**config.mk**
```make
export PLATFORM = sky130hd
export DESIGN_NAME = eic_top
export DESIGN_NICKNAME = d
export VERILOG_FILES = /design/src/core/eic_pkg.sv /design/src/core/eic_top.sv
export SDC_FILE = /design/constraint.sdc
export NUM_CORES = 1
export LEC_CHECK = 0
export ABC_AREA = 1
export BUFFER_PORTS_ARGS = -buffer_cell sky130_fd_sc_hd__buf_2
export CORE_MARGIN = 4
export CORE_UTILIZATION = 35
export DETAILED_ROUTE_END_ITERATION = 10
export PLACE_DENSITY = 0.53
export SETUP_SLACK_MARGIN = 0.3
export SYNTH_ARGS = -nofsm -noshare
export SYNTH_HDL_FRONTEND = slang
export SYNTH_SLANG_ARGS = --single-unit
```
**constraint.sdc**
```tcl
create_clock -name mclk_i -period 1.8 [get_ports mclk_i]
set_input_delay 0.18 -clock mclk_i [delete_from_list [all_inputs] [get_ports mclk_i]]
set_output_delay 0.18 -clock mclk_i [all_outputs]
set_load 0.1 [all_outputs]
```
**src/core/eic_pkg.sv**
```systemverilog
package eic_pkg;

   // ======================================================================
   // register map (byte addresses on the register bus)
   // ======================================================================
   localparam logic [15:0] ADDR_SYSTEM_CONTROL   = 16'hfff2;
   localparam logic [15:0] ADDR_SENSE_CONTROL    = 16'hfff4;
   localparam logic [15:0] ADDR_REQUEST_ENABLE   = 16'hfff5;
   localparam logic [15:0] ADDR_REQUEST_FLAGS    = 16'hfff6;
   localparam logic [15:0] ADDR_PRIORITY_LEVEL_A = 16'hfff8;
   localparam logic [15:0] ADDR_PRIORITY_LEVEL_B = 16'hfff9;

   // ======================================================================
   // reset values and field positions
   // ======================================================================
   localparam logic [7:0] SYSCTL_RESET      = 8'h0b;
   localparam logic [7:0] SENSE_RESET       = 8'h00;
   localparam logic [7:0] ENABLE_RESET      = 8'h00;
   localparam logic [7:0] FLAGS_RESET       = 8'h00;
   localparam logic [7:0] PRIO_RESET        = 8'h00;
   localparam int         SYSCTL_UE_BIT     = 3;
   localparam int         SYSCTL_NONMASKABLE_EDGE_SELECT_BIT  = 2;
   localparam logic [7:0] SYSCTL_FIXED_ONES = 8'h02;
   localparam logic [7:0] FLAGS_USED_MASK   = 8'h1f;
   localparam int         NUM_EXT_REQ       = 5;

   // ======================================================================
   // vector numbers
   // ======================================================================
   localparam logic [5:0] VEC_RESET = 6'h00;
   localparam logic [5:0] VEC_NMI   = 6'h07;
   localparam logic [5:0] VEC_TRAP0 = 6'h08;
   localparam logic [5:0] VEC_IRQ0  = 6'h0c;

   // ======================================================================
   // timing: least reset-low time while running (system clocks) and at power-up (ms)
   // ======================================================================
   localparam int         RESET_MIN_CYCLES = 10;
   localparam int         POWERUP_RESET_MS = 20;

   localparam logic [1:0] AXI_OKAY   = 2'b00;
   localparam logic [1:0] AXI_SLVERR = 2'b10;

   typedef enum logic [1:0] {
      EIC_RESET   = 2'b00,
      EIC_VECTOR  = 2'b01,
      EIC_FIRST   = 2'b10,
      EIC_RUN     = 2'b11
   } eic_state_e;

   // accepted exception handed to the cpu core
   typedef struct packed {
      logic       valid;
      logic [5:0] vector;
      logic [1:0] mask_set;   // [1]=ui bit, [0]=i bit set by entry
      logic       push_ctx;   // push pc and ccr first
   } eic_take_s;

endpackage

```
**src/core/eic_top.sv**
```systemverilog
`timescale 1ns/1ps

// Overview of operation
// - reset pin low halts all processing and holds the reset state.
// - reset exception handling starts on the reset pin's rising edge.
// - reset initialises core state and all registers, sets mask bit.
// - after reset, fetch start address from the reset vector.
// - watchdog overflow resets exactly like the reset pin.
// - all interrupts blocked after reset until first instruction executed.
// - non-maskable interrupt has top priority and ignores mask bits.
// - maskable requests sit in one of two levels and are arbitrated.
// - every source gets its own vector number.
// - mask bit and user bit give three masking levels.
// - trap sets mask bit; sets user bit too when user bit enable 0.
// - trap field 0 to 3 selects vectors 8 to 11.
// - word and longword accesses force the lowest address bit to 0.
// - system control bit 2 picks non-maskable edge, 0 falling.
// - system control bit 3 picks user bit role, reset value 1.
// - system control resets to 0b, including hardware standby entry.
// - each external request picks falling edge or low level sensing.
// - writing 0 clears a request flag; writing 1 does nothing.
// - priority A bit 7 sets level of external request 0.
// - priority A clears to 00 on reset and hardware standby.
// - accepting pushes pc and ccr, sets mask, then fetches vector.
// - pending request taken only after current instruction completes.
// - external requests 0 to 4 use vectors 12 to 16, nmi 7.
module eic_top (
   // clock and reset
   input  wire logic         mclk_i,
   input  wire logic         nrst_i,
   // pins
   input  wire logic         reset_pin_n_i,
   input  wire logic         nmi_pin_i,
   input  wire logic [4:0]   ext_req_n_i,
   input  wire logic         hw_standby_i,
   // watchdog and cpu core
   input  wire logic         watchdog_overflow_i,
   input  wire logic         insn_boundary_i,
   input  wire logic         ccr_mask_i,
   input  wire logic         ccr_user_i,
   input  wire logic         trap_i,
   input  wire logic [1:0]   trap_field_i,
   input  wire logic         take_ack_i,
   input  wire logic [23:0]  core_addr_i,
   input  wire logic         core_wide_i,
   output logic              core_reset_o,
   output logic [23:0]       core_addr_o,
   output eic_pkg::eic_take_s take_o,
   output logic              ue_o,
   // axi4-lite slave
   input  wire logic [15:0]  s_axi_awaddr,
   input  wire logic         s_axi_awvalid,
   output logic              s_axi_awready,
   input  wire logic [31:0]  s_axi_wdata,
   input  wire logic [3:0]   s_axi_wstrb,
   input  wire logic         s_axi_wvalid,
   output logic              s_axi_wready,
   output logic [1:0]        s_axi_bresp,
   output logic              s_axi_bvalid,
   input  wire logic         s_axi_bready,
   input  wire logic [15:0]  s_axi_araddr,
   input  wire logic         s_axi_arvalid,
   output logic              s_axi_arready,
   output logic [31:0]       s_axi_rdata,
   output logic [1:0]        s_axi_rresp,
   output logic              s_axi_rvalid,
   input  wire logic         s_axi_rready
);

   // ======================================================================
   // pin synchronisers
   // ======================================================================
   logic [2:0] res_sync;
   logic [2:0] nmi_sync;
   logic [4:0] irq_s1, irq_s2, irq_s3;
   logic       res_lvl, nmi_lvl;
   logic [4:0] irq_lvl;

   always_ff @(posedge mclk_i) begin
      res_sync <= {res_sync[1:0], reset_pin_n_i};
      nmi_sync <= {nmi_sync[1:0], nmi_pin_i};
      irq_s1   <= ext_req_n_i;
      irq_s2   <= irq_s1;
      irq_s3   <= irq_s2;
   end

   // a change counts only once stages two and three agree
   always_ff @(posedge mclk_i) begin
      if (!nrst_i) begin
         res_lvl <= 1'b0;
         nmi_lvl <= 1'b1;
         irq_lvl <= 5'h1f;
      end else begin
         if (res_sync[1] == res_sync[2])
            res_lvl <= res_sync[2];
         if (nmi_sync[1] == nmi_sync[2])
            nmi_lvl <= nmi_sync[2];
         for (int i = 0; i < eic_pkg::NUM_EXT_REQ; i++) begin
            if (irq_s2[i] == irq_s3[i])
               irq_lvl[i] <= irq_s3[i];
         end
      end
   end

   // ======================================================================
   // reset sequencing
   // ======================================================================
   eic_pkg::eic_state_e state;
   logic res_lvl_q;
   logic in_reset;
   logic res_rise;

   // either pin low or a watchdog overflow puts the device into reset
   assign in_reset = !res_lvl || watchdog_overflow_i;
   assign res_rise = res_lvl && !res_lvl_q;

   always_ff @(posedge mclk_i) begin
      if (!nrst_i)
         res_lvl_q <= 1'b0;
      else
         res_lvl_q <= res_lvl;
   end

   logic wdt_seen;
   always_ff @(posedge mclk_i) begin
      if (!nrst_i)
         wdt_seen <= 1'b0;
      else if (watchdog_overflow_i)
         wdt_seen <= 1'b1;
      else if (state == eic_pkg::EIC_VECTOR)
         wdt_seen <= 1'b0;
   end

   always_ff @(posedge mclk_i) begin
      if (!nrst_i || in_reset) begin
         state <= eic_pkg::EIC_RESET;
      end else begin
         unique case (state)
            eic_pkg::EIC_RESET: begin
               if (res_rise || wdt_seen)
                  state <= eic_pkg::EIC_VECTOR;
            end
            eic_pkg::EIC_VECTOR: begin
               if (take_ack_i)
                  state <= eic_pkg::EIC_FIRST;
            end
            eic_pkg::EIC_FIRST: begin
               if (insn_boundary_i)
                  state <= eic_pkg::EIC_RUN;
            end
            eic_pkg::EIC_RUN: begin
               state <= eic_pkg::EIC_RUN;
            end
         endcase
      end
   end

   logic dev_reset;
   assign dev_reset = !nrst_i || in_reset || state == eic_pkg::EIC_RESET;

   always_ff @(posedge mclk_i) begin
      core_reset_o <= dev_reset;
   end

   // ======================================================================
   // registers
   // ======================================================================
   logic [7:0] sysctl, sense, enable, flags, prio_a, prio_b;
   logic       reg_clr;
   logic       wr_go;
   logic [15:0] aw_addr;
   logic [31:0] w_data;
   logic [3:0]  w_strb;
   logic       aw_held, w_held;

   assign reg_clr = dev_reset || hw_standby_i;
   assign wr_go   = aw_held && w_held && !s_axi_bvalid;

   function automatic logic [7:0] wbyte(input logic [15:0] a,
                                        input logic [31:0] d);
      wbyte = d[8*a[1:0] +: 8];
   endfunction

   function automatic logic lane_on(input logic [15:0] a,
                                    input logic [3:0] s);
      lane_on = s[a[1:0]];
   endfunction

   logic wr_hit_sys, wr_hit_sense, wr_hit_en, wr_hit_flags;
   logic wr_hit_pa, wr_hit_pb;
   logic wr_lane;
   logic [7:0] wr_byte;
   assign wr_byte      = wbyte(aw_addr, w_data);
   assign wr_lane      = wr_go && lane_on(aw_addr, w_strb);
   assign wr_hit_sys   = wr_lane && aw_addr == eic_pkg::ADDR_SYSTEM_CONTROL;
   assign wr_hit_sense = wr_lane && aw_addr == eic_pkg::ADDR_SENSE_CONTROL;
   assign wr_hit_en    = wr_lane && aw_addr == eic_pkg::ADDR_REQUEST_ENABLE;
   assign wr_hit_flags = wr_lane && aw_addr == eic_pkg::ADDR_REQUEST_FLAGS;
   assign wr_hit_pa    = wr_lane && aw_addr == eic_pkg::ADDR_PRIORITY_LEVEL_A;
   assign wr_hit_pb    = wr_lane && aw_addr == eic_pkg::ADDR_PRIORITY_LEVEL_B;

   always_ff @(posedge mclk_i) begin
      if (reg_clr)
         sysctl <= eic_pkg::SYSCTL_RESET;
      else if (wr_hit_sys)
         sysctl <= wbyte(aw_addr, w_data) | eic_pkg::SYSCTL_FIXED_ONES;
   end

   always_ff @(posedge mclk_i) begin
      if (reg_clr) begin
         sense  <= eic_pkg::SENSE_RESET;
         enable <= eic_pkg::ENABLE_RESET;
         prio_a <= eic_pkg::PRIO_RESET;
         prio_b <= eic_pkg::PRIO_RESET;
      end else begin
         if (wr_hit_sense)
            sense <= wbyte(aw_addr, w_data);
         if (wr_hit_en)
            enable <= wbyte(aw_addr, w_data);
         if (wr_hit_pa)
            prio_a <= wbyte(aw_addr, w_data);
         if (wr_hit_pb)
            prio_b <= wbyte(aw_addr, w_data);
      end
   end

   // ======================================================================
   // external request detection and flags
   // ======================================================================
   logic [4:0] irq_lvl_q;
   logic [4:0] flag_set, flag_clr, irq_taken;
   logic       nmi_lvl_q, nmi_edge, nmi_pend;

   always_ff @(posedge mclk_i) begin
      if (!nrst_i) begin
         irq_lvl_q <= 5'h1f;
         nmi_lvl_q <= 1'b1;
      end else begin
         irq_lvl_q <= irq_lvl;
         nmi_lvl_q <= nmi_lvl;
      end
   end

   always_comb begin
      for (int i = 0; i < eic_pkg::NUM_EXT_REQ; i++) begin
         // sense bit 0: low level, 1: falling edge
         flag_set[i] = sense[i] ? (irq_lvl_q[i] && !irq_lvl[i])
                                : !irq_lvl[i];
         flag_clr[i] = (wr_hit_flags && !wr_byte[i])
                     || (irq_taken[i] && (sense[i] || irq_lvl[i]));
      end
   end

   // set beats clear when both land in one cycle
   always_ff @(posedge mclk_i) begin
      if (reg_clr)
         flags <= eic_pkg::FLAGS_RESET;
      else
         flags <= {3'b000, flag_set | (flags[4:0] & ~flag_clr)};
   end

   assign nmi_edge = sysctl[eic_pkg::SYSCTL_NONMASKABLE_EDGE_SELECT_BIT]
                   ? (nmi_lvl && !nmi_lvl_q)
                   : (!nmi_lvl && nmi_lvl_q);

   // ======================================================================
   // arbitration and exception entry
   // ======================================================================
   logic [4:0] req_lvl1, req_any, prio_bits;
   logic       mask_ok_hi, mask_ok_lo, run_ok;
   logic [2:0] win;
   logic       win_ok;
   eic_pkg::eic_take_s next_take;

   // request 0,1 each own bit; 2,3 share one; 4 its own
   assign prio_bits = {prio_a[4], prio_a[5], prio_a[5], prio_a[6],
                       prio_a[7]};
   assign req_any   = flags[4:0] & enable[4:0];
   assign req_lvl1  = req_any & prio_bits;

   // three masking levels from the i and ui bits
   always_comb begin
      if (sysctl[eic_pkg::SYSCTL_UE_BIT]) begin
         mask_ok_hi = !ccr_mask_i;
         mask_ok_lo = !ccr_mask_i;
      end else begin
         // with the mask bit clear every level passes, whatever the user bit
         mask_ok_hi = !ccr_mask_i;
         mask_ok_lo = !ccr_mask_i;
      end
      if (!sysctl[eic_pkg::SYSCTL_UE_BIT] && ccr_mask_i) begin
         mask_ok_hi = !ccr_user_i;
         mask_ok_lo = 1'b0;
      end
   end

   function automatic logic [2:0] first_set(input logic [4:0] v);
      first_set = 3'h7;
      for (int i = eic_pkg::NUM_EXT_REQ - 1; i >= 0; i--) begin
         if (v[i])
            first_set = 3'(i);
      end
   endfunction

   always_comb begin
      win    = 3'h7;
      win_ok = 1'b0;
      if (|req_lvl1 && mask_ok_hi) begin
         win    = first_set(req_lvl1);
         win_ok = 1'b1;
      end else if (|(req_any & ~prio_bits) && mask_ok_lo) begin
         win    = first_set(req_any & ~prio_bits);
         win_ok = 1'b1;
      end
   end

   assign run_ok = state == eic_pkg::EIC_RUN && insn_boundary_i
                   && !take_o.valid;

   always_ff @(posedge mclk_i) begin
      if (reg_clr || in_reset)
         nmi_pend <= 1'b0;
      else if (nmi_edge)
         nmi_pend <= 1'b1;
      else if (run_ok)
         nmi_pend <= 1'b0;
   end

   always_comb begin
      next_take = take_o;
      irq_taken = 5'h00;
      if (take_o.valid && take_ack_i)
         next_take.valid = 1'b0;
      if (state == eic_pkg::EIC_RESET && (res_rise || wdt_seen)) begin
         next_take.valid    = 1'b1;
         next_take.vector   = eic_pkg::VEC_RESET;
         next_take.mask_set = 2'b01;
         next_take.push_ctx = 1'b0;
      end else if (run_ok && nmi_pend) begin
         next_take.valid    = 1'b1;
         next_take.vector   = eic_pkg::VEC_NMI;
         next_take.mask_set = {!sysctl[eic_pkg::SYSCTL_UE_BIT], 1'b1};
         next_take.push_ctx = 1'b1;
      end else if (run_ok && win_ok) begin
         next_take.valid    = 1'b1;
         next_take.vector   = eic_pkg::VEC_IRQ0 + 6'(win);
         next_take.mask_set = {!sysctl[eic_pkg::SYSCTL_UE_BIT], 1'b1};
         next_take.push_ctx = 1'b1;
         irq_taken[win]     = 1'b1;
      end else if (run_ok && trap_i) begin
         next_take.valid    = 1'b1;
         next_take.vector   = eic_pkg::VEC_TRAP0 + 6'(trap_field_i);
         next_take.mask_set = {!sysctl[eic_pkg::SYSCTL_UE_BIT], 1'b1};
         next_take.push_ctx = 1'b1;
      end
   end

   always_ff @(posedge mclk_i) begin
      if (!nrst_i || in_reset)
         take_o <= '0;
      else
         take_o <= next_take;
   end

   always_ff @(posedge mclk_i) begin
      if (!nrst_i)
         core_addr_o <= 24'h000000;
      else
         core_addr_o <= core_wide_i ? {core_addr_i[23:1], 1'b0}
                                    : core_addr_i;
   end

   always_ff @(posedge mclk_i) begin
      if (reg_clr)
         ue_o <= 1'b1;
      else
         ue_o <= sysctl[eic_pkg::SYSCTL_UE_BIT];
   end

   // ======================================================================
   // axi4-lite slave
   // ======================================================================
   always_ff @(posedge mclk_i) begin
      if (!nrst_i) begin
         aw_held <= 1'b0;
         w_held  <= 1'b0;
         aw_addr <= 16'h0000;
         w_data  <= 32'h00000000;
         w_strb  <= 4'h0;
         s_axi_bvalid <= 1'b0;
         s_axi_bresp  <= eic_pkg::AXI_OKAY;
      end else begin
         if (s_axi_awvalid && s_axi_awready) begin
            aw_held <= 1'b1;
            aw_addr <= s_axi_awaddr;
         end
         if (s_axi_wvalid && s_axi_wready) begin
            w_held <= 1'b1;
            w_data <= s_axi_wdata;
            w_strb <= s_axi_wstrb;
         end
         if (wr_go) begin
            aw_held      <= 1'b0;
            w_held       <= 1'b0;
            s_axi_bvalid <= 1'b1;
            s_axi_bresp  <= reg_hit(aw_addr) ? eic_pkg::AXI_OKAY
                                             : eic_pkg::AXI_SLVERR;
         end else if (s_axi_bready) begin
            s_axi_bvalid <= 1'b0;
         end
      end
   end

   function automatic logic reg_hit(input logic [15:0] a);
      reg_hit = a == eic_pkg::ADDR_SYSTEM_CONTROL
             || a == eic_pkg::ADDR_SENSE_CONTROL
             || a == eic_pkg::ADDR_REQUEST_ENABLE
             || a == eic_pkg::ADDR_REQUEST_FLAGS
             || a == eic_pkg::ADDR_PRIORITY_LEVEL_A
             || a == eic_pkg::ADDR_PRIORITY_LEVEL_B;
   endfunction

   always_ff @(posedge mclk_i) begin
      if (!nrst_i) begin
         s_axi_awready <= 1'b0;
         s_axi_wready  <= 1'b0;
      end else begin
         s_axi_awready <= !aw_held && !s_axi_awready && !s_axi_bvalid;
         s_axi_wready  <= !w_held && !s_axi_wready && !s_axi_bvalid;
      end
   end

   logic [7:0] rd_byte;
   always_comb begin
      unique case (s_axi_araddr)
         eic_pkg::ADDR_SYSTEM_CONTROL:   rd_byte = sysctl;
         eic_pkg::ADDR_SENSE_CONTROL:    rd_byte = sense;
         eic_pkg::ADDR_REQUEST_ENABLE:   rd_byte = enable;
         eic_pkg::ADDR_REQUEST_FLAGS:    rd_byte = flags;
         eic_pkg::ADDR_PRIORITY_LEVEL_A: rd_byte = prio_a;
         eic_pkg::ADDR_PRIORITY_LEVEL_B: rd_byte = prio_b;
         default:                        rd_byte = 8'h00;
      endcase
   end

   always_ff @(posedge mclk_i) begin
      if (!nrst_i) begin
         s_axi_arready <= 1'b0;
         s_axi_rvalid  <= 1'b0;
         s_axi_rdata   <= 32'h00000000;
         s_axi_rresp   <= eic_pkg::AXI_OKAY;
      end else begin
         s_axi_arready <= !s_axi_arready && !s_axi_rvalid && s_axi_arvalid;
         if (s_axi_arvalid && s_axi_arready) begin
            s_axi_rvalid <= 1'b1;
            s_axi_rdata  <= {24'h000000, rd_byte} << (8 * s_axi_araddr[1:0]);
            s_axi_rresp  <= reg_hit(s_axi_araddr) ? eic_pkg::AXI_OKAY
                                                  : eic_pkg::AXI_SLVERR;
         end else if (s_axi_rready) begin
            s_axi_rvalid <= 1'b0;
         end
      end
   end

   // ======================================================================
   // checks
   // ======================================================================
   property p_reset_holds;
      @(posedge mclk_i) disable iff (!nrst_i)
      (!res_lvl) |=> core_reset_o && !take_o.valid;
   endproperty
   a_reset_holds: assert property (p_reset_holds)
      else $error("core not held in reset while pin low");

   property p_reset_vector;
      @(posedge mclk_i) disable iff (!nrst_i)
      (state == eic_pkg::EIC_RESET && res_rise && !in_reset)
         |=> take_o.valid && take_o.vector == eic_pkg::VEC_RESET
             && take_o.mask_set[0];
   endproperty
   a_reset_vector: assert property (p_reset_vector)
      else $error("reset vector not issued on release");

   property p_no_irq_first;
      @(posedge mclk_i) disable iff (!nrst_i)
      (state != eic_pkg::EIC_RUN) |=> !take_o.valid
         || take_o.vector == eic_pkg::VEC_RESET;
   endproperty
   a_no_irq_first: assert property (p_no_irq_first)
      else $error("interrupt taken before first instruction");

   property p_sysctl_init;
      @(posedge mclk_i) disable iff (!nrst_i)
      hw_standby_i |=> sysctl == eic_pkg::SYSCTL_RESET
                        && prio_a == eic_pkg::PRIO_RESET;
   endproperty
   a_sysctl_init: assert property (p_sysctl_init)
      else $error("standby did not reinitialise registers");

   property p_flag_set_wins;
      @(posedge mclk_i) disable iff (!nrst_i)
      (!reg_clr && flag_set[0]) |=> flags[0];
   endproperty
   a_flag_set_wins: assert property (p_flag_set_wins)
      else $error("request flag lost");

   property p_trap_vector;
      @(posedge mclk_i) disable iff (!nrst_i)
      (run_ok && trap_i && !nmi_pend && !win_ok && !in_reset)
         |=> take_o.vector == eic_pkg::VEC_TRAP0 + 6'($past(trap_field_i));
   endproperty
   a_trap_vector: assert property (p_trap_vector)
      else $error("trap vector wrong");

   property p_nmi_first;
      @(posedge mclk_i) disable iff (!nrst_i)
      (run_ok && nmi_pend && !in_reset && !reg_clr)
         |=> take_o.vector == eic_pkg::VEC_NMI;
   endproperty
   a_nmi_first: assert property (p_nmi_first)
      else $error("nmi not preferred");

   property p_wide_even;
      @(posedge mclk_i) disable iff (!nrst_i)
      core_wide_i |=> !core_addr_o[0];
   endproperty
   a_wide_even: assert property (p_wide_even)
      else $error("odd wide address");

endmodule

```
==> impl_metrics.env <==
export IMPL_status="finished clean"
export IMPL_grt_max_degree=88
export IMPL_m1WireLength_um=11700
export IMPL_holdPathStages=3
export IMPL_grt_pass1_wl_um=40700
export IMPL_worst_ep_required_time_ps=2230
export IMPL_overflow=0
export IMPL_ys_warn_count=0
export IMPL_highest_layer="met4"
export IMPL_route_detailed_drc=0
export IMPL_hold_path_endpoint="res_lvl_q"
export IMPL_cts_tree="yes"
export IMPL_area_growth_pct=51.2
export IMPL_clock_sinks=211
export IMPL_finalWorstSetupSlack_ps=149
export IMPL_drtAntennaViolNets=0
export IMPL_cts_clk_slew_worst_paths_ps=60
export IMPL_ios=193
export IMPL_first_pass_iters=5
export IMPL_rows=56
export IMPL_reg2reg_slack_ps=150
export IMPL_clockBufferDepth=3
export IMPL_hold_start="nrst_i"
export IMPL_cp_start_kind="register"
export IMPL_post_drt_via_cell_ratio=4.66
export IMPL_r2r_start="aw_addr[0]"
export IMPL_critPathArrivalTime_ps=2090
export IMPL_p_per_area_mw_per_mm2=880
export IMPL_internal_power_w=0.00818
export IMPL_globalplace_congestion=0.832
export IMPL_avgSynthCellArea_um2=7.70
export IMPL_ys_types=40
export IMPL_tns_ps=0
export IMPL_cts_made_buffers=24
export IMPL_r2r_end="sysctl[2]"
export IMPL_ys_seq_elements=211
export IMPL_grt_pass1_vias=8057
export IMPL_dp_slack_ps=52.4
export IMPL_clk_latency_ps=520
export IMPL_met2WireLength_um=11800
export IMPL_pwr_share_clk_pct=43.3
export IMPL_synthesis_area_mm2=0.00828
export IMPL_nets=1531
export IMPL_critPathMaxFanout=6
export IMPL_leakage_nw=5.46
export IMPL_routed_wl_um=25600
export IMPL_cts_htree_levels=1
export IMPL_ff2ff_path_depth=10
export IMPL_power_switching_w=0.00284
export IMPL_power_frac_seq_pct=44.6
export IMPL_maxCapViolations=0
export IMPL_grt_use_total_pct=18.7
export IMPL_dp_cells=1586
export IMPL_hold_class="input pin to register"
export IMPL_clockRootBuffer="clkbuf_16"
export IMPL_drt_iter0_drc=482
export IMPL_hpwl_um=17500
export IMPL_start_util_pct=35.4
export IMPL_die_area_mm2=0.0262
export IMPL_final_cells=1752
export IMPL_wl_per_cell_um=14.6
export IMPL_drive_gt1_share_pct=33.4
export IMPL_fin_crit_ps=1650
export IMPL_die_w_um=162
export IMPL_fillers=2220
export IMPL_place_area_mm2=0.00983
export IMPL_num_vias=8167
export IMPL_fmax_ghz=0.606
export IMPL_fp_dieH_um=162
export IMPL_antenna_found_initial=0
export IMPL_post_route_period_util_pct=91.7
export IMPL_diodes=0
export IMPL_peakVddDrop_mv=0.801
export IMPL_crit_path_end_kind="register"
export IMPL_rsz0062_at_grt="true"
export IMPL_setup_viol=0
export IMPL_coreArea_mm2=0.0234
export IMPL_synthCells=1075
export IMPL_routed_wl_met3_um=1580
export IMPL_numPortBuffers=189
export IMPL_synth_seq_area_share_pct=51.0
export IMPL_crit_type="register to register"
export IMPL_power_frac_comb_pct=12.1
export IMPL_hold_viol=0
export IMPL_clock_skew_ps=9.41
export IMPL_fin_area_mm2=0.0125
export IMPL_final_max_slew_viol_count=0
export IMPL_switching_share_pct=25.8
layout make-up:
| cell class | count | area [um2] | share of cell area [%] |
|---|---|---|---|
| clock buffer | 37 | 711 | 5.68 |
| clock inverter | 7 | 65.1 | 0.520 |
| inverter | 136 | 543 | 4.34 |
| multi-input combinational | 683 | 3830 | 30.6 |
| sequential | 211 | 4290 | 34.3 |
| tap | 319 | 399 | 3.19 |
| timing repair buffer | 359 | 2680 | 21.4 |
cells by family after synthesis:
| logic type | Yosys count | synth area share (%) |
|---|---|---|
| buffers and inverters | 183 | 8.90 |
| adders and majority gates | 6 | 0.725 |
| other | 1 | 0.0453 |
| DFF | 211 | 51.0 |
| AOI/OAI and AO/OA | 274 | 18.3 |
| and+or+nand+nor | 400 | 21.0 |
worst max path at each step:
stage	startpoint	end	slack, ps	depth (start not counted)
after floorplan	aw_addr[1]	sysctl[4]	300	9
after global placement	aw_addr[12]	flags[1]	60	9
after detailed placement	s_axi_araddr[13]	s_axi_rdata[4]	50	11
after CTS	aw_addr[0]	prio_a[7]	170	9
after global routing	aw_addr[11]	prio_a[0]	70	7
final	aw_addr[0]	sysctl[2]	150	10
sequential cells by signal, summed over array words and instances, names as in the netlist, 2 cells and up:
| signal | count |
|---|---|
| irq_s1 | 5 |
| prio_a | 8 |
| sense | 8 |
| prio_b | 8 |
| irq_lvl_q | 5 |
| enable | 8 |
| res_sync | 3 |
| nmi_sync | 3 |
| s_axi_rdata | 32 |
| state | 2 |
| sysctl | 7 |
| w_strb | 4 |
| flags | 5 |
| irq_lvl | 5 |
| core_addr_o | 24 |
| w_data | 32 |
| take_o | 9 |
| aw_addr | 16 |
| irq_s2 | 5 |
| irq_s3 | 5 |
power by group through the flow:
| stage | Combinational [W] | Clock, W | Sequential, W |
|---|---|---|---|
| after floorplan | 0.000463 | 0 | 0.00528 |
| after global placement | 0.00107 | 0 | 0.00502 |
| after detailed placement | 0.00108 | 0 | 0.00502 |
| after CTS | 0.00130 | 0.00488 | 0.00492 |
| after global routing | 0.00144 | 0.00509 | 0.00493 |
| final | 0.00133 | 0.00477 | 0.00491 |
worst max-delay path: stages (launching register included):
cell and delay, ps:
dfxtp_4 360, buf_6 130, nor2_4 150, a21oi_4 80, a21oi_4 150, inv_2 80, buf_6 120, nor2_4 120
buf_6 160, o21ai_1 60, a21oi_1 150
per-stage QoR:
step / total power [W] / util [%] / hold slack, ps
after floorplan: 0.00574 / - / 208
after global placement: 0.00609 / 42.0 / 285
after detailed placement: 0.00610 / 42.0 / 284
after CTS: 0.0111 / 51.6 / 1.05
after global routing: 0.0115 / 53.5 / 10.5
final: 0.0110 / 53.5 / 2.18
per-layer routing:
| layer | vias up | track usage, % |
|---|---|---|
| met3 | 44 | 3.81 |
| met5 | - | 0 |
| li1 | 4200 | - |
| met1 | 3683 | 25.1 |
| met2 | 240 | 31.2 |
| met4 | 0 | 4.19 |
cells in the mapped netlist (all sizes together):
| library cell | n | share of area (%) |
|---|---|---|
| o22ai | 9 | 0.68 |
| a21boi | 1 | 0.091 |
| nor2 | 114 | 5.6 |
| clkinv | 2 | 0.091 |
| dfxtp | 211 | 51 |
| nand2 | 183 | 8.3 |
| inv | 134 | 6.1 |
| clkbuf | 29 | 1.3 |
| or2 | 10 | 0.76 |
| maj3 | 6 | 0.73 |
| o21ai | 113 | 7.0 |
| buf | 18 | 1.4 |
| nor3b | 1 | 0.091 |
| nand3 | 61 | 3.7 |
| nor4 | 2 | 0.15 |
| a311oi | 4 | 0.42 |
| a21oi | 134 | 8.5 |
| nor3 | 14 | 1.3 |
| o21bai | 1 | 0.091 |
| nand4 | 15 | 1.1 |
| o211ai | 4 | 0.36 |
| a31oi | 8 | 1.2 |
| conb | 1 | 0.045 |
layout by cell type (no fill, tap or decap), types with 15 or more instances in the layout:
cell	n
a21oi_1	107
clkbuf_16	26
nor2_1	91
o21ai_1	16
nand2_1	156
buf_2	174
inv_1	112
buf_4	62
dlygate4sd3_1	89
nand2_2	18
dfxtp_1	187
nand4_1	15
a21oi_2	24
o21ai_0	85
nand3_1	48
repair_timing:
| item | CTS | global route |
|---|---|---|
| hold buffers | 88 | 1 |
| cloned | 3 | 1 |
| pin swaps | 26 | 38 |
| buffers inserted | 20 | 9 |
| endpoints found under the hold margin | 89 | 1 |
| resized for setup | 120 | 102 |
| endpoints found under the setup margin | 60 | 84 |
Power figures use the tool's default switching activity.
